==> config.mk <==
export PLATFORM = sky130hd
export DESIGN_NAME = cbsc_top
export DESIGN_NICKNAME = d
export VERILOG_FILES = /design/src/design/cbsc_pkg.sv /design/src/design/cbsc_attr.sv /design/src/design/cbsc_sticky.sv /design/src/design/cbsc_top.sv
export SDC_FILE = /design/constraint.sdc
export NUM_CORES = 1
export LEC_CHECK = 0
export BUFFER_PORTS_ARGS = -buffer_cell sky130_fd_sc_hd__buf_2
export CAP_MARGIN = 10
export CORE_MARGIN = 1.5
export CORE_UTILIZATION = 41
export DETAILED_ROUTE_END_ITERATION = 10
export PLACE_DENSITY = 0.76
export SETUP_SLACK_MARGIN = 0.2
export SYNTH_ARGS = -nofsm -noshare
export SYNTH_HDL_FRONTEND = slang
export SYNTH_SLANG_ARGS = --single-unit
==> constraint.sdc <==
create_clock -name pclk -period 1.9 [get_ports pclk]
set_input_delay 0.19 -clock pclk [delete_from_list [all_inputs] [get_ports pclk]]
set_output_delay 0.19 -clock pclk [all_outputs]
set_load 0.005 [all_outputs]
==> src/design/cbsc_pkg.sv <==
package cbsc_pkg;

	// ------------------------------------------------------------
	// Register map
	// ------------------------------------------------------------
	localparam logic [11:0] CTRL_OFFSET   = 12'h000;
	localparam logic [11:0] STATUS_OFFSET = 12'h004;
	localparam logic [11:0] CLEAR_OFFSET  = 12'h008;
	localparam logic [11:0] IRQEN_OFFSET  = 12'h00c;

	// Writable bits of the control register
	localparam logic [31:0] CTRL_WMASK = 32'h00ef_c1fb;
	// Reset value: access flag and remap enables high
	localparam logic [31:0] CTRL_RESET = 32'h0000_0006;

	// Field positions
	localparam int SHARE_LSB = 22;
	localparam int BCAST_BIT = 21;
	localparam int ATTR_LSB  = 16;
	localparam int BARUP_LSB = 14;
	localparam int HUF_BIT   = 8;
	localparam int FRS_BIT   = 7;
	localparam int FIE_BIT   = 6;
	localparam int FRE_BIT   = 5;
	localparam int END_BIT   = 4;
	localparam int AFDIS_BIT = 3;
	localparam int XLEN_BIT  = 0;

	// Status event bits
	localparam int EV_FAULT = 0;
	localparam int EV_AFLAG = 1;
	localparam int EV_W     = 2;

	// Shareability encodings
	localparam logic [1:0] SH_NONE  = 2'h0;
	localparam logic [1:0] SH_INNER = 2'h1;
	localparam logic [1:0] SH_OUTER = 2'h2;
	localparam logic [1:0] SH_SYS   = 2'h3;

	// Transaction attributes passing through the bank
	typedef struct packed {
		logic [1:0] share;
		logic [3:0] attr;
		logic       barrier;
	} cbsc_txn_t;

	// Fault handling decision
	typedef struct packed {
		logic terminate;
		logic stall;
		logic abort;
		logic block_next;
	} cbsc_fault_t;

endpackage

==> src/design/cbsc_attr.sv <==
`timescale 1ns/100ps
`default_nettype none

// Attribute path of a transaction through the bank
module cbsc_attr (
	input  wire logic             xl_en,     // Translation enable
	input  wire logic [1:0]       share_ov,  // Shareability override
	input  wire logic [3:0]       attr_ov,   // Memory attribute overlay
	input  wire logic [1:0]       bar_min,   // Barrier upgrade
	input  wire cbsc_pkg::cbsc_txn_t t_in,   // Incoming attributes
	output cbsc_pkg::cbsc_txn_t   t_out      // Outgoing attributes
);

	wire logic [1:0] share_sel;
	wire logic [1:0] bar_share;
	wire logic [1:0] base_share;

	// Override codes: 1 outer, 2 inner, 3 non-shareable
	assign share_sel = (share_ov == 2'h1) ? cbsc_pkg::SH_OUTER :
	                   (share_ov == 2'h2) ? cbsc_pkg::SH_INNER : cbsc_pkg::SH_NONE;
	// override decode, only while translation off
	assign base_share = (!xl_en && share_ov != 2'h0) ? share_sel : t_in.share;
	assign bar_share = (t_in.barrier && bar_min > base_share) ? bar_min : base_share;
	assign t_out.share = bar_share;
	// attribute overlay, encoding passed as is
	assign t_out.attr = xl_en ? t_in.attr : attr_ov;
	assign t_out.barrier = t_in.barrier;

endmodule

`default_nettype wire

==> src/design/cbsc_sticky.sv <==
`timescale 1ns/100ps
`default_nettype none

// Sticky event bit: set wins over clear
module cbsc_sticky (
	input  wire logic pclk,    // Clock
	input  wire logic presetn, // Async reset, low
	input  wire logic set,     // Event pulse
	input  wire logic clr,     // Software clear pulse
	output logic      q        // Sticky flag
);

	// Hold flag until cleared
	always_ff @(posedge pclk or negedge presetn) begin
		if (!presetn) begin
			q <= 1'b0;
		end else if (set) begin
			q <= 1'b1;
		end else if (clr) begin
			q <= 1'b0;
		end
	end

endmodule

`default_nettype wire

==> src/design/cbsc_top.sv <==
// Register access over APB and the address map are this design's own decisions.
`timescale 1ns/100ps
`default_nettype none

module cbsc_top (
	input  wire logic              pclk,        // Clock, 125 MHz
	input  wire logic              presetn,     // Async reset, low
	input  wire logic              psel,        // APB select
	input  wire logic              penable,     // APB enable
	input  wire logic              pwrite,      // APB direction
	input  wire logic [11:0]       paddr,       // APB byte address
	input  wire logic [31:0]       pwdata,      // APB write data
	output logic      [31:0]       prdata,      // APB read data
	output logic                   pready,      // APB ready
	output logic                   pslverr,     // APB error
	input  wire cbsc_pkg::cbsc_txn_t txn_in,    // Incoming transaction attributes
	input  wire logic              fault_in,    // Context fault pulse
	input  wire logic              aflag_in,    // Access flag fault pulse
	input  wire logic              maint_in,    // Invalidate-all maintenance pulse
	output cbsc_pkg::cbsc_txn_t    txn_out,     // Outgoing attributes, registered
	output logic                   xl_en,       // Translation enable
	output logic                   big_endian,  // Table entries big endian
	output logic                   maint_bcast, // Broadcast maintenance pulse
	output cbsc_pkg::cbsc_fault_t  fault_act,   // Fault action, registered
	output logic                   fault_hold,  // Later transactions held
	output logic                   irq          // Interrupt level
);

	// ------------------------------------------------------------
	// Registers and bus decode
	// ------------------------------------------------------------
	logic [31:0]          ctrl_reg;
	logic [cbsc_pkg::EV_W-1:0] irqen_reg;
	wire logic [cbsc_pkg::EV_W-1:0] status;
	logic                 hold_reg;
	cbsc_pkg::cbsc_txn_t  attr_q;

	wire logic acc      = psel && penable && pready;
	wire logic wr       = acc && pwrite;
	wire logic hit_ctrl = (paddr == cbsc_pkg::CTRL_OFFSET);
	wire logic hit_stat = (paddr == cbsc_pkg::STATUS_OFFSET);
	wire logic hit_clr  = (paddr == cbsc_pkg::CLEAR_OFFSET);
	wire logic hit_ien  = (paddr == cbsc_pkg::IRQEN_OFFSET);
	wire logic mapped   = hit_ctrl | hit_stat | hit_clr | hit_ien;

	// Named control fields
	wire logic xlat_on  = ctrl_reg[cbsc_pkg::XLEN_BIT];
	wire logic huf      = ctrl_reg[cbsc_pkg::HUF_BIT];
	wire logic frs      = ctrl_reg[cbsc_pkg::FRS_BIT];
	wire logic fie      = ctrl_reg[cbsc_pkg::FIE_BIT];
	wire logic fre      = ctrl_reg[cbsc_pkg::FRE_BIT];
	wire logic af_dis   = ctrl_reg[cbsc_pkg::AFDIS_BIT];
	wire logic bc_force = ctrl_reg[cbsc_pkg::BCAST_BIT];

	// Read mux; reserved bits masked off
	wire logic [31:0] rd_mux =
		hit_ctrl ? (ctrl_reg & cbsc_pkg::CTRL_WMASK) | cbsc_pkg::CTRL_RESET :
		hit_stat ? {30'h0, status} :
		hit_ien  ? {30'h0, irqen_reg} : 32'h0;

	// Control register write; reset values
	// writes to reserved bits dropped
	always_ff @(posedge pclk or negedge presetn) begin
		if (!presetn) begin
			ctrl_reg <= cbsc_pkg::CTRL_RESET;
		end else if (wr && hit_ctrl) begin
			ctrl_reg <= (pwdata & cbsc_pkg::CTRL_WMASK) | cbsc_pkg::CTRL_RESET;
		end
	end

	// Interrupt enable register
	always_ff @(posedge pclk or negedge presetn) begin
		if (!presetn) begin
			irqen_reg <= '0;
		end else if (wr && hit_ien) begin
			irqen_reg <= pwdata[cbsc_pkg::EV_W-1:0];
		end
	end

	// Zero-wait APB answer, error on unmapped address
	always_ff @(posedge pclk or negedge presetn) begin
		if (!presetn) begin
			prdata  <= 32'h0;
			pready  <= 1'b0;
			pslverr <= 1'b0;
		end else begin
			pready  <= psel && !penable;
			pslverr <= psel && !penable && !mapped;
			prdata  <= (psel && !penable && !pwrite) ? rd_mux : 32'h0;
		end
	end

	// ------------------------------------------------------------
	// Fault events and interrupt
	// ------------------------------------------------------------
	wire logic clr_wr = wr && hit_clr;
	// access flag fault suppressed when disabled
	wire logic aflag_rep = aflag_in && !af_dis;
	wire logic fault_ev  = fault_in || aflag_rep;
	wire logic [cbsc_pkg::EV_W-1:0] ev_set = {aflag_rep, fault_ev};

	genvar gi;
	generate
		for (gi = 0; gi < cbsc_pkg::EV_W; gi++) begin : g_st
			cbsc_sticky u_st (
				.pclk    (pclk),
				.presetn (presetn),
				.set     (ev_set[gi]),
				.clr     (clr_wr && pwdata[gi]),
				.q       (status[gi])
			);
		end
	endgenerate

	// interrupt only with fault enable set
	wire logic irq_next = |(status & irqen_reg) && fie;
	always_ff @(posedge pclk or negedge presetn) begin
		if (!presetn) begin
			irq <= 1'b0;
		end else begin
			irq <= irq_next;
		end
	end

	// terminate or stall, abort on report enable
	cbsc_pkg::cbsc_fault_t fa_next;
	assign fa_next.terminate  = fault_ev && !frs;
	assign fa_next.stall      = fault_ev && frs;
	assign fa_next.abort      = fault_ev && fre;
	assign fa_next.block_next = fault_ev && !huf;

	always_ff @(posedge pclk or negedge presetn) begin
		if (!presetn) begin
			fault_act <= '0;
		end else begin
			fault_act <= fa_next;
		end
	end

	// hold later transactions until fault status cleared
	always_ff @(posedge pclk or negedge presetn) begin
		if (!presetn) begin
			hold_reg <= 1'b0;
		end else if (fault_ev && !huf) begin
			hold_reg <= 1'b1;
		end else if (clr_wr && pwdata[cbsc_pkg::EV_FAULT]) begin
			hold_reg <= 1'b0;
		end
	end
	assign fault_hold = hold_reg;

	// ------------------------------------------------------------
	// Transaction attributes and status outputs
	// ------------------------------------------------------------
	cbsc_pkg::cbsc_txn_t attr_c;
	cbsc_attr u_attr (
		.xl_en    (xlat_on),
		.share_ov (ctrl_reg[cbsc_pkg::SHARE_LSB +: 2]),
		.attr_ov  (ctrl_reg[cbsc_pkg::ATTR_LSB +: 4]),
		.bar_min  (ctrl_reg[cbsc_pkg::BARUP_LSB +: 2]),
		.t_in     (txn_in),
		.t_out    (attr_c)
	);

	// Register the attribute path and mode outputs
	// enable and endianness exported
	always_ff @(posedge pclk or negedge presetn) begin
		if (!presetn) begin
			attr_q      <= '0;
			xl_en       <= 1'b0;
			big_endian  <= 1'b0;
			maint_bcast <= 1'b0;
		end else begin
			attr_q      <= attr_c;
			xl_en       <= xlat_on;
			big_endian  <= ctrl_reg[cbsc_pkg::END_BIT];
			maint_bcast <= maint_in && bc_force;
		end
	end
	assign txn_out = attr_q;

	// Helpers for the bus checks
	wire logic        ctrl_rd_setup = psel && !penable && !pwrite && hit_ctrl;
	wire logic        apb_setup     = psel && !penable;
	wire logic [31:0] fixed_mask    = ~(cbsc_pkg::CTRL_WMASK | cbsc_pkg::CTRL_RESET);
endmodule

`default_nettype wire
==> flow_metrics.tcl, run 1 <==
set metrics [dict create \
    cell_type_with_the_largest_total_area_after_synthesis "dfrtp_1" \
    synth_top_cell_area_share 0.604 \
    placement.cell_area_um2 2770 \
    post-route-min-period_ps 1740 \
    yosys_register_bits 56 \
    drt_wl_total_um 4130 \
    largest_reg_flops 18 \
    maxClockFrequency_mhz 576 \
    layout_common_cells "79 x buf_2, 55 x dfrtp_1, 14 x and2_1, 14 x conb_1, 11 x mux2_2" \
    synth-seq-area-share 0.604 \
    htree_num_levels 2 \
    timing_hold_violations_final 0 \
    fin_cells 329 \
    portBuffers 79 \
    cts_made_buffers 5 \
    clockBufferDepth 2 \
    slew_violations 0 \
    timing.critical_path.slowest_stage_cell "dfrtp_1" \
    setup-tns-final_ps 0 \
    cts_num_sinks 56 \
    multi_input_area_um2 852 \
    crit_chain "inv_1, o22ai_4, ha_4, nor2b_1, o211ai_1, mux2_2" \
    mappedNetlistArea_um2 2320 \
    timing.critical_path.fanout_max 3 \
    row_count 27 \
    final.period_utilization 0.914 \
    setup.worst_path.start "ctrl_reg[23]" \
    power_density_nw_per_um2 717 \
    drt_drc_violations_left 0 \
    worst_slew_pin_slew_ps 673 \
    pre_cts_slack_ps 125 \
    grtUsageTotal 0.147 \
    grt_pass1_wl_um 6860 \
    yosysWarnings 0 \
    grt_pass1_vias 1488 \
    rsz0062_at_grt "yes" \
    power.static_leakage_nw 1.63 \
    worst-endpoint-required_ps 2090 \
    critical_path.reg2reg.startpoint "ctrl_reg[23]" \
    path_buf_inv 1 \
    fin_worst_skew_ps 4.85 \
    drive_above_1_share 0.514 \
    die_area_um2 6120 \
    run_status "completed" \
    ff2ff_path_depth 6 \
    final_hpwl_from_detailed_placement_um 3020 \
    startpoint_type "flop" \
    gr-total-overflow 0 \
    register_area_um2 1400 \
    post_placement_cell_count 316 \
    worstSkewPairLatency_ps 300 \
    post_synth_num_cell_types 33 \
    setup_ws_ps 164 \
    worst_relative_slew_slack 0.551 \
    worstSetupEndpoint "txn_out[5]" \
    tritoncts "built" \
    maximum_capacitance_violations 0 \
    critical_path_arrival_ps 1930 \
    count_of_mapped_cells_out_of_synthesis 165 \
    drt_iter0_markers 68 \
    starting_density 0.424 \
    synthToLayoutAreaGrowth_pct 28.0 \
    cp.depth 6 \
    layout.cells.most_common "buf_2" \
    chipHeight_um 78.2 \
    finalInstanceArea_um2 2970 \
    floorplan.core_area_um2 5470 \
    routed_wirelength_normalized_by_instance_count_um 12.5 \
    worstSetupPathType "flop to flop" \
    synth_top_cells_by_area "dfrtp_1 60%, mux2_4 6.5%, mux2_2 5.3%" \
    route.antenna.remaining_nets 0 \
    post_synth.cell_area_avg_um2 14.1 \
    vias_per_cell 4.58 \
    drt_pre_antenna_iters 4 \
    endpoint_kind "flop" \
    ff2ff_setup_slack_ps 160 \
    hold_path.class "input port to asynchronous set/reset pin" \
    maximum_vdd_drop_mv 0.318 \
    regToRegEndpoint "txn_out[5]" \
    weighted_congestion_at_the_end_of_routability_driven_global_placement 0.699 \
    n_fill_cell 496 \
    critical-path-max-stage-delay_ps 400 \
    grt_start_max_net_pins 57 \
    grt_antenna_before_repair 0 \
    final_net_count 317 \
    worst_path_dominant_cell_family "compound AO/OA/AOI/OAI gates" \
    clockRootBuffer "clkbuf_8" \
    diodes 0 \
    horiz_die_dim_um 78.2 \
    report.final.setup_viol 0 \
    top_level_ports 109 \
    path_clk_slew_ps 90 \
    route.vias.total 1508 \
]
where the power goes:
part           leakage [nW]  internal (W)  switching, W
Sequential            0.749       0.00120    0.00000211
Combinational         0.817     0.0000584     0.0000772
Clock                0.0614      0.000431      0.000360
Total                  1.63       0.00169      0.000440
metal layers:
layer / part of all wire / track usage
met3: 0.063 / 0.0326
met4: 0.016 / 0.0696
met1: 0.42 / 0.176
met5: 0 / 0
met2: 0.50 / 0.250
cells by family after synthesis:
kind of cell / after synthesis / share of synthesized area
DFF: 56 / 0.604
and+or+nand+nor: 47 / 0.150
muxes: 25 / 0.136
buffers and inverters: 24 / 0.0680
AOI/OAI and AO/OA: 10 / 0.0291
adders and majority gates: 2 / 0.0108
other: 1 / 0.00162
per-stage QoR:
| stage | hold slack [ps] | util | total power, W |
|---|---|---|---|
| 6_report | 1.86 | 0.543 | 0.00213 |
| 5_1_grt | 63.5 | 0.543 | 0.00223 |
| 4_1_cts | 2.08 | 0.530 | 0.00215 |
| 3_5_place_dp | 323 | 0.507 | 0.00136 |
| 3_3_place_gp | 321 | 0.507 | 0.00135 |
| 2_1_floorplan | -106 | - | 0.00128 |
worst min path at each step:
stage / startpoint / end / slack (ps)
after detailed placement: txn_in[0] / txn_out[0] / 320
final: presetn / fault_act[3] / 2
after floorplan: presetn / big_endian / -110
after CTS: txn_in[0] / txn_out[0] / 2
after global routing: presetn / prdata[7] / 60
after global placement: txn_in[0] / txn_out[0] / 320
cell usage after synthesis (all sizes together):
library cell	number
a211o	1
a21o	2
a21oi	2
a22oi	1
a31oi	2
and2	14
and3	2
and4	1
buf	16
clkbuf	3
conb	1
dfrtp	56
ha	2
inv	5
mux2	23
mux2i	2
nand2	1
nand4	3
nand4b	2
nor2	8
nor2b	8
nor3	1
nor3b	1
nor4	6
o211ai	1
o22ai	1
repair_timing:
item	4_1_cts	5_1_grt
setup endpoints to repair	2	2
resized for setup	0	8
hold buffers	0	1
setup buffers	1	3
hold endpoints to repair	0	1
pin swaps	1	4
gates cloned	0	0
cell type report:
class	count	area share
multi-input combinational	98	0.287
inverter	5	0.00632
clock inverter	2	0.0131
timing repair buffer	90	0.163
tap	72	0.0303
clock buffer	6	0.0278
sequential	56	0.472
(Power assumes the default switching activity.)
==> inputs of run 2 (changes only) <==
Settings changed: MAX_ROUTING_LAYER set to met4.
==> run 2 against run 1 <==
Flip-flop and latch count did not move. Routed wire length barely moved. Clock power barely moved. Largest power group unchanged.
==> flow_metrics.tcl, run 2 (synthesis results as in run 1) <==
set metrics [dict create \
    horiz_die_dim_um 78.2 \
    power_switching_w 0.000440 \
    final_hpwl_from_detailed_placement_um 3020 \
    fin_cells 329 \
    grt_start_max_net_pins 57 \
    layout_common_cells "79 x buf_2, 55 x dfrtp_1, 14 x and2_1, 14 x conb_1, 11 x mux2_2" \
    drt_drc_violations_left 0 \
    die_area_um2 6120 \
    tritoncts "built" \
    top_level_ports 109 \
    final_net_count 317 \
    drt_wl_total_um 4130 \
    synthToLayoutAreaGrowth_pct 28.0 \
    weighted_congestion_at_the_end_of_routability_driven_global_placement 0.706 \
    timing.critical_path.fanout_max 3 \
    path_clk_slew_ps 90 \
    drt_iter0_markers 70 \
    seq_power_share 0.564 \
    route.vias.total 1504 \
    diodes 0 \
    htree_num_levels 2 \
    post-route-min-period_ps 1740 \
    hold_path.class "input port to asynchronous set/reset pin" \
    layout.cells.most_common "buf_2" \
    critical_path_arrival_ps 1930 \
    grt_pass1_vias 1489 \
    power.static_leakage_nw 1.63 \
    chipHeight_um 78.2 \
    largest_reg_flops 18 \
    grt_antenna_before_repair 0 \
    combPwrFrac 0.064 \
    drt_pre_antenna_iters 4 \
    placement.cell_area_um2 2770 \
    gr-total-overflow 0 \
    cts_made_buffers 5 \
    floorplan.core_area_um2 5470 \
    final.period_utilization 0.914 \
    worst_relative_slew_slack 0.551 \
    power_density_nw_per_um2 717 \
    maxClockFrequency_mhz 576 \
    routed_wirelength_normalized_by_instance_count_um 12.6 \
    worstSetupPathType "flop to flop" \
    vias_per_cell 4.57 \
    maximum_capacitance_violations 0 \
    internal_power_w 0.00169 \
    total_power_w 0.00213 \
    row_count 27 \
    grt_pass1_wl_um 6860 \
    starting_density 0.424 \
    portBuffers 79 \
    timing_hold_violations_final 0 \
    final_hold_slack_ps 0.918 \
    run_status "completed" \
    post_placement_cell_count 316 \
    endpoint_kind "flop" \
    power_switching_share 0.207 \
    drive_above_1_share 0.514 \
    worst_slew_pin_slew_ps 674 \
    power.share.clock 0.372 \
    rsz0062_at_grt "yes" \
    clockRootBuffer "clkbuf_8" \
    report.final.setup_viol 0 \
    startpoint_type "flop" \
    worstSkewPairLatency_ps 300 \
    slew_violations 0 \
    fin_worst_skew_ps 5.24 \
    clockBufferDepth 2 \
    route.antenna.remaining_nets 0 \
    finalInstanceArea_um2 2970 \
    worst-endpoint-required_ps 2090 \
    setup-tns-final_ps 0 \
    grtUsageTotal 0.151 \
    cts_num_sinks 56 \
    maximum_vdd_drop_mv 0.318 \
]
[run 2: cell counts in the layout (fill, tap and decap cells not counted)]
Identical to the previous run, type by type.
[run 2: area by class of cell]
cell class	count	area, µm²
Fill cell	496	2500
Sequential cell	56	1400
Multi-Input combinational cell	98	852
Timing Repair Buffer	90	484
Tap cell	72	90.1
Clock buffer	6	82.6
Clock inverter	2	38.8
Inverter	5	18.8
[run 2: per-layer routing]
layer,global-route usage,vias up,routed length [µm]
li1,-,718,-
met1,0.178,723,1760
met2,0.250,60,2100
met3,0.0291,3,248
met4,0.0696,0,31
met5,-,-,0
[run 2: path summary, 6_finish.rpt]
check,endpoint,startpoint,slack [ps],cells past startpoint
worst max-delay path,txn_out[5],ctrl_reg[23],160,6
max in group asynchronous,ctrl_reg[0],presetn,1410,2
worst max register to register,txn_out[5],ctrl_reg[23],160,6
worst min register to register,big_endian,ctrl_reg[4],390,0
min in group pclk,pready,penable,60,2
worst min-delay path,fault_act[3],presetn,0.9,2
[run 2: through the flow]
step | utilization | worst slack (ps)
after floorplan | - | 75.4
after global placement | 0.507 | 158
after detailed placement | 0.507 | 125
after CTS | 0.530 | 138
after global routing | 0.543 | 84.6
final | 0.543 | 164
[run 2: timing repair]
| item | CTS | global route |
|---|---|---|
| buffers inserted | 1 | 3 |
| hold buffers | 0 | 1 |
| endpoints found under the hold margin | 0 | 1 |
| setup endpoints to repair | 2 | 2 |
| pin swaps | 1 | 4 |
| resized for setup | 0 | 8 |
[run 2: critical path, cell delays in order (launching register included)]
cell,delay [ps]
dfrtp_1,400
inv_1,100
o22ai_4,190
ha_4,220
nor2b_1,120
o211ai_1,240
mux2_2,360
[run 2: power by group through the flow]
stage	registers [W]	clock network (W)	logic (W)
after detailed placement	0.00122	0	0.000131
after global placement	0.00122	0	0.000129
after CTS	0.00120	0.000821	0.000131
after global routing	0.00120	0.000871	0.000155
final	0.00120	0.000791	0.000136
after floorplan	0.00123	0	0.0000576
==> inputs of run 3 (changes only) <==
Settings changed: CORE_UTILIZATION 41 to 43, CTS_BUF_LIST set to sky130_fd_sc_hd__clkbuf_4 sky130_fd_sc_hd__clkbuf_8, PLACE_DENSITY 0.76 to 0.79.
==> run 3 against run 2 <==
Via count fell by 2.2%. Global-route usage is 0.85 points higher. Worst hold slack improved by 70 ps. Worst setup slack worse by 19 ps. Routed wire length is 0.94% lower. Sequential share of layout area is 0.95 points higher. Cell area decreased by 2.0%. Total power shrank 6.1%. Clock skew fell by 3.9 ps. Non-clock buffer count down 2. Largest cell class unchanged.
==> flow_metrics.tcl, run 3 (synthesis results as in run 1) <==
set metrics [dict create \
    ff2ff_path_depth 6 \
    worstSkewPairLatency_ps 290 \
    cts_made_buffers 5 \
    setup-tns-final_ps 0 \
    grt_pass1_wl_um 6980 \
    placement.cell_area_um2 2780 \
    run_status "completed" \
    endpoint_kind "flop" \
    floorplan.core_area_um2 5140 \
    drt_wl_total_um 4090 \
    pre_cts_slack_ps 62.1 \
    clockRootBuffer "clkbuf_8" \
    clockBufferDepth 2 \
    drt_drc_violations_left 0 \
    final.period_utilization 0.924 \
    timing.critical_path.fanout_max 3 \
    worst_slew_pin_slew_ps 553 \
    maximum_vdd_drop_mv 0.356 \
    synthToLayoutAreaGrowth_pct 25.5 \
    worstSetupPathType "flop to flop" \
    horiz_die_dim_um 76.5 \
    report.final.setup_viol 0 \
    critical_path.reg2reg.startpoint "ctrl_reg[0]" \
    tritoncts "built" \
    chipHeight_um 76.5 \
    row_count 26 \
    grt_pass1_vias 1485 \
    critical_path_arrival_ps 1940 \
    starting_density 0.451 \
    htree_num_levels 2 \
    finalInstanceArea_um2 2910 \
    portBuffers 79 \
    power_density_nw_per_um2 687 \
    setup_ws_ps 145 \
    maxClockFrequency_mhz 570 \
    cts_num_sinks 56 \
    worst-endpoint-required_ps 2090 \
    worst_hold_path.endpoint "pready" \
    final_net_count 315 \
    post-route-min-period_ps 1760 \
    startpoint_type "flop" \
    drt_iter0_markers 69 \
    vias_per_cell 4.53 \
    grt_antenna_before_repair 0 \
    gr-total-overflow 0 \
    timing_hold_violations_final 0 \
    grt_start_max_net_pins 34 \
    route.vias.total 1471 \
    die_area_um2 5840 \
    power.static_leakage_nw 1.61 \
    drt_pre_antenna_iters 4 \
    diodes 0 \
    slew_violations 0 \
    top_level_ports 109 \
    routed_wirelength_normalized_by_instance_count_um 12.6 \
    drive_above_1_share 0.486 \
    weighted_congestion_at_the_end_of_routability_driven_global_placement 0.774 \
    path_clk_slew_ps 90 \
    ff2ff_setup_slack_ps 140 \
    fin_worst_skew_ps 1.34 \
    worst_hold_startpoint "penable" \
    hold_path.class "input port to flop" \
    route.antenna.remaining_nets 0 \
    layout.cells.most_common "buf_2" \
    largest_reg_flops 18 \
    layout_common_cells "79 x buf_2, 55 x dfrtp_1, 14 x and2_1, 14 x conb_1, 11 x mux2_2" \
    final_hpwl_from_detailed_placement_um 3120 \
    total_power_w 0.00200 \
    rsz0062_at_grt "yes" \
    grtUsageTotal 0.159 \
    regToRegEndpoint "txn_out[5]" \
    maximum_capacitance_violations 0 \
    worst_relative_slew_slack 0.631 \
    worst_hold_path.num_cells 2 \
]
==> run 3: changes by cell type in the layout (fill, tap and decap cells not counted), sizes merged <==
cell and change:
clkinv -1, bufinv -1, buf -3, clkbuf +2
dlygate4sd3 +1
==> run 3: timing repair <==
action	in CTS	in global routing
gates cloned	0	0
pin swaps	1	0
endpoints found under the hold margin	23	1
hold buffers	1	1
setup endpoints to repair	2	2
resized for setup	1	0
buffers inserted	1	0
==> run 3: critical path, cell delays in order, from the launching register on <==
cell	delay [ps]
dfrtp_2	440
nor2b_4	120
o22ai_2	90
ha_1	290
nor2b_1	140
o211ai_1	210
mux2_2	360
==> run 3: worst max path at each step <==
stage,cells past startpoint,from,to,slack (ps)
after floorplan,7,ctrl_reg[0],txn_out[5],80
after global placement,6,ctrl_reg[0],txn_out[5],120
after detailed placement,6,ctrl_reg[0],txn_out[5],60
after CTS,6,ctrl_reg[0],txn_out[5],140
after global routing,6,ctrl_reg[0],txn_out[5],40
final,6,ctrl_reg[0],txn_out[5],140
==> run 3: final cells by class <==
| type | count | area [µm²] |
|---|---|---|
| clock buffers | 8 | 97.6 |
| fillers | 464 | 2230 |
| inverters | 5 | 18.8 |
| multi-input cells | 98 | 823 |
| flip-flops and latches | 56 | 1400 |
| well taps | 70 | 87.6 |
| repair buffers | 88 | 480 |
==> run 3: layer usage <==
| layer | GRT usage | vias to the layer above | wire [µm] |
|---|---|---|---|
| met5 | - | - | 0 |
| met4 | 0.0444 | 0 | 45 |
| met3 | 0.0431 | 6 | 258 |
| met2 | 0.268 | 61 | 2100 |
| met1 | 0.188 | 693 | 1690 |
| li1 | - | 711 | - |
==> run 3: power by group <==
group	switching, W	total (W)	internal (W)
sequential	0.00000209	0.00120	0.00120
combinational	0.0000769	0.000139	0.0000618
clock	0.000333	0.000659	0.000326
total	0.000412	0.00200	0.00159
==> run 3: per-stage QoR <==
stage / std cells / hold slack (ps) / util
after floorplan: 178 / -106 / -
after global placement: 314 / 212 / 0.542
after detailed placement: 314 / 213 / 0.542
after CTS: 324 / 7.34 / 0.564
after global routing: 325 / 64.9 / 0.566
final: 325 / 71.1 / 0.566
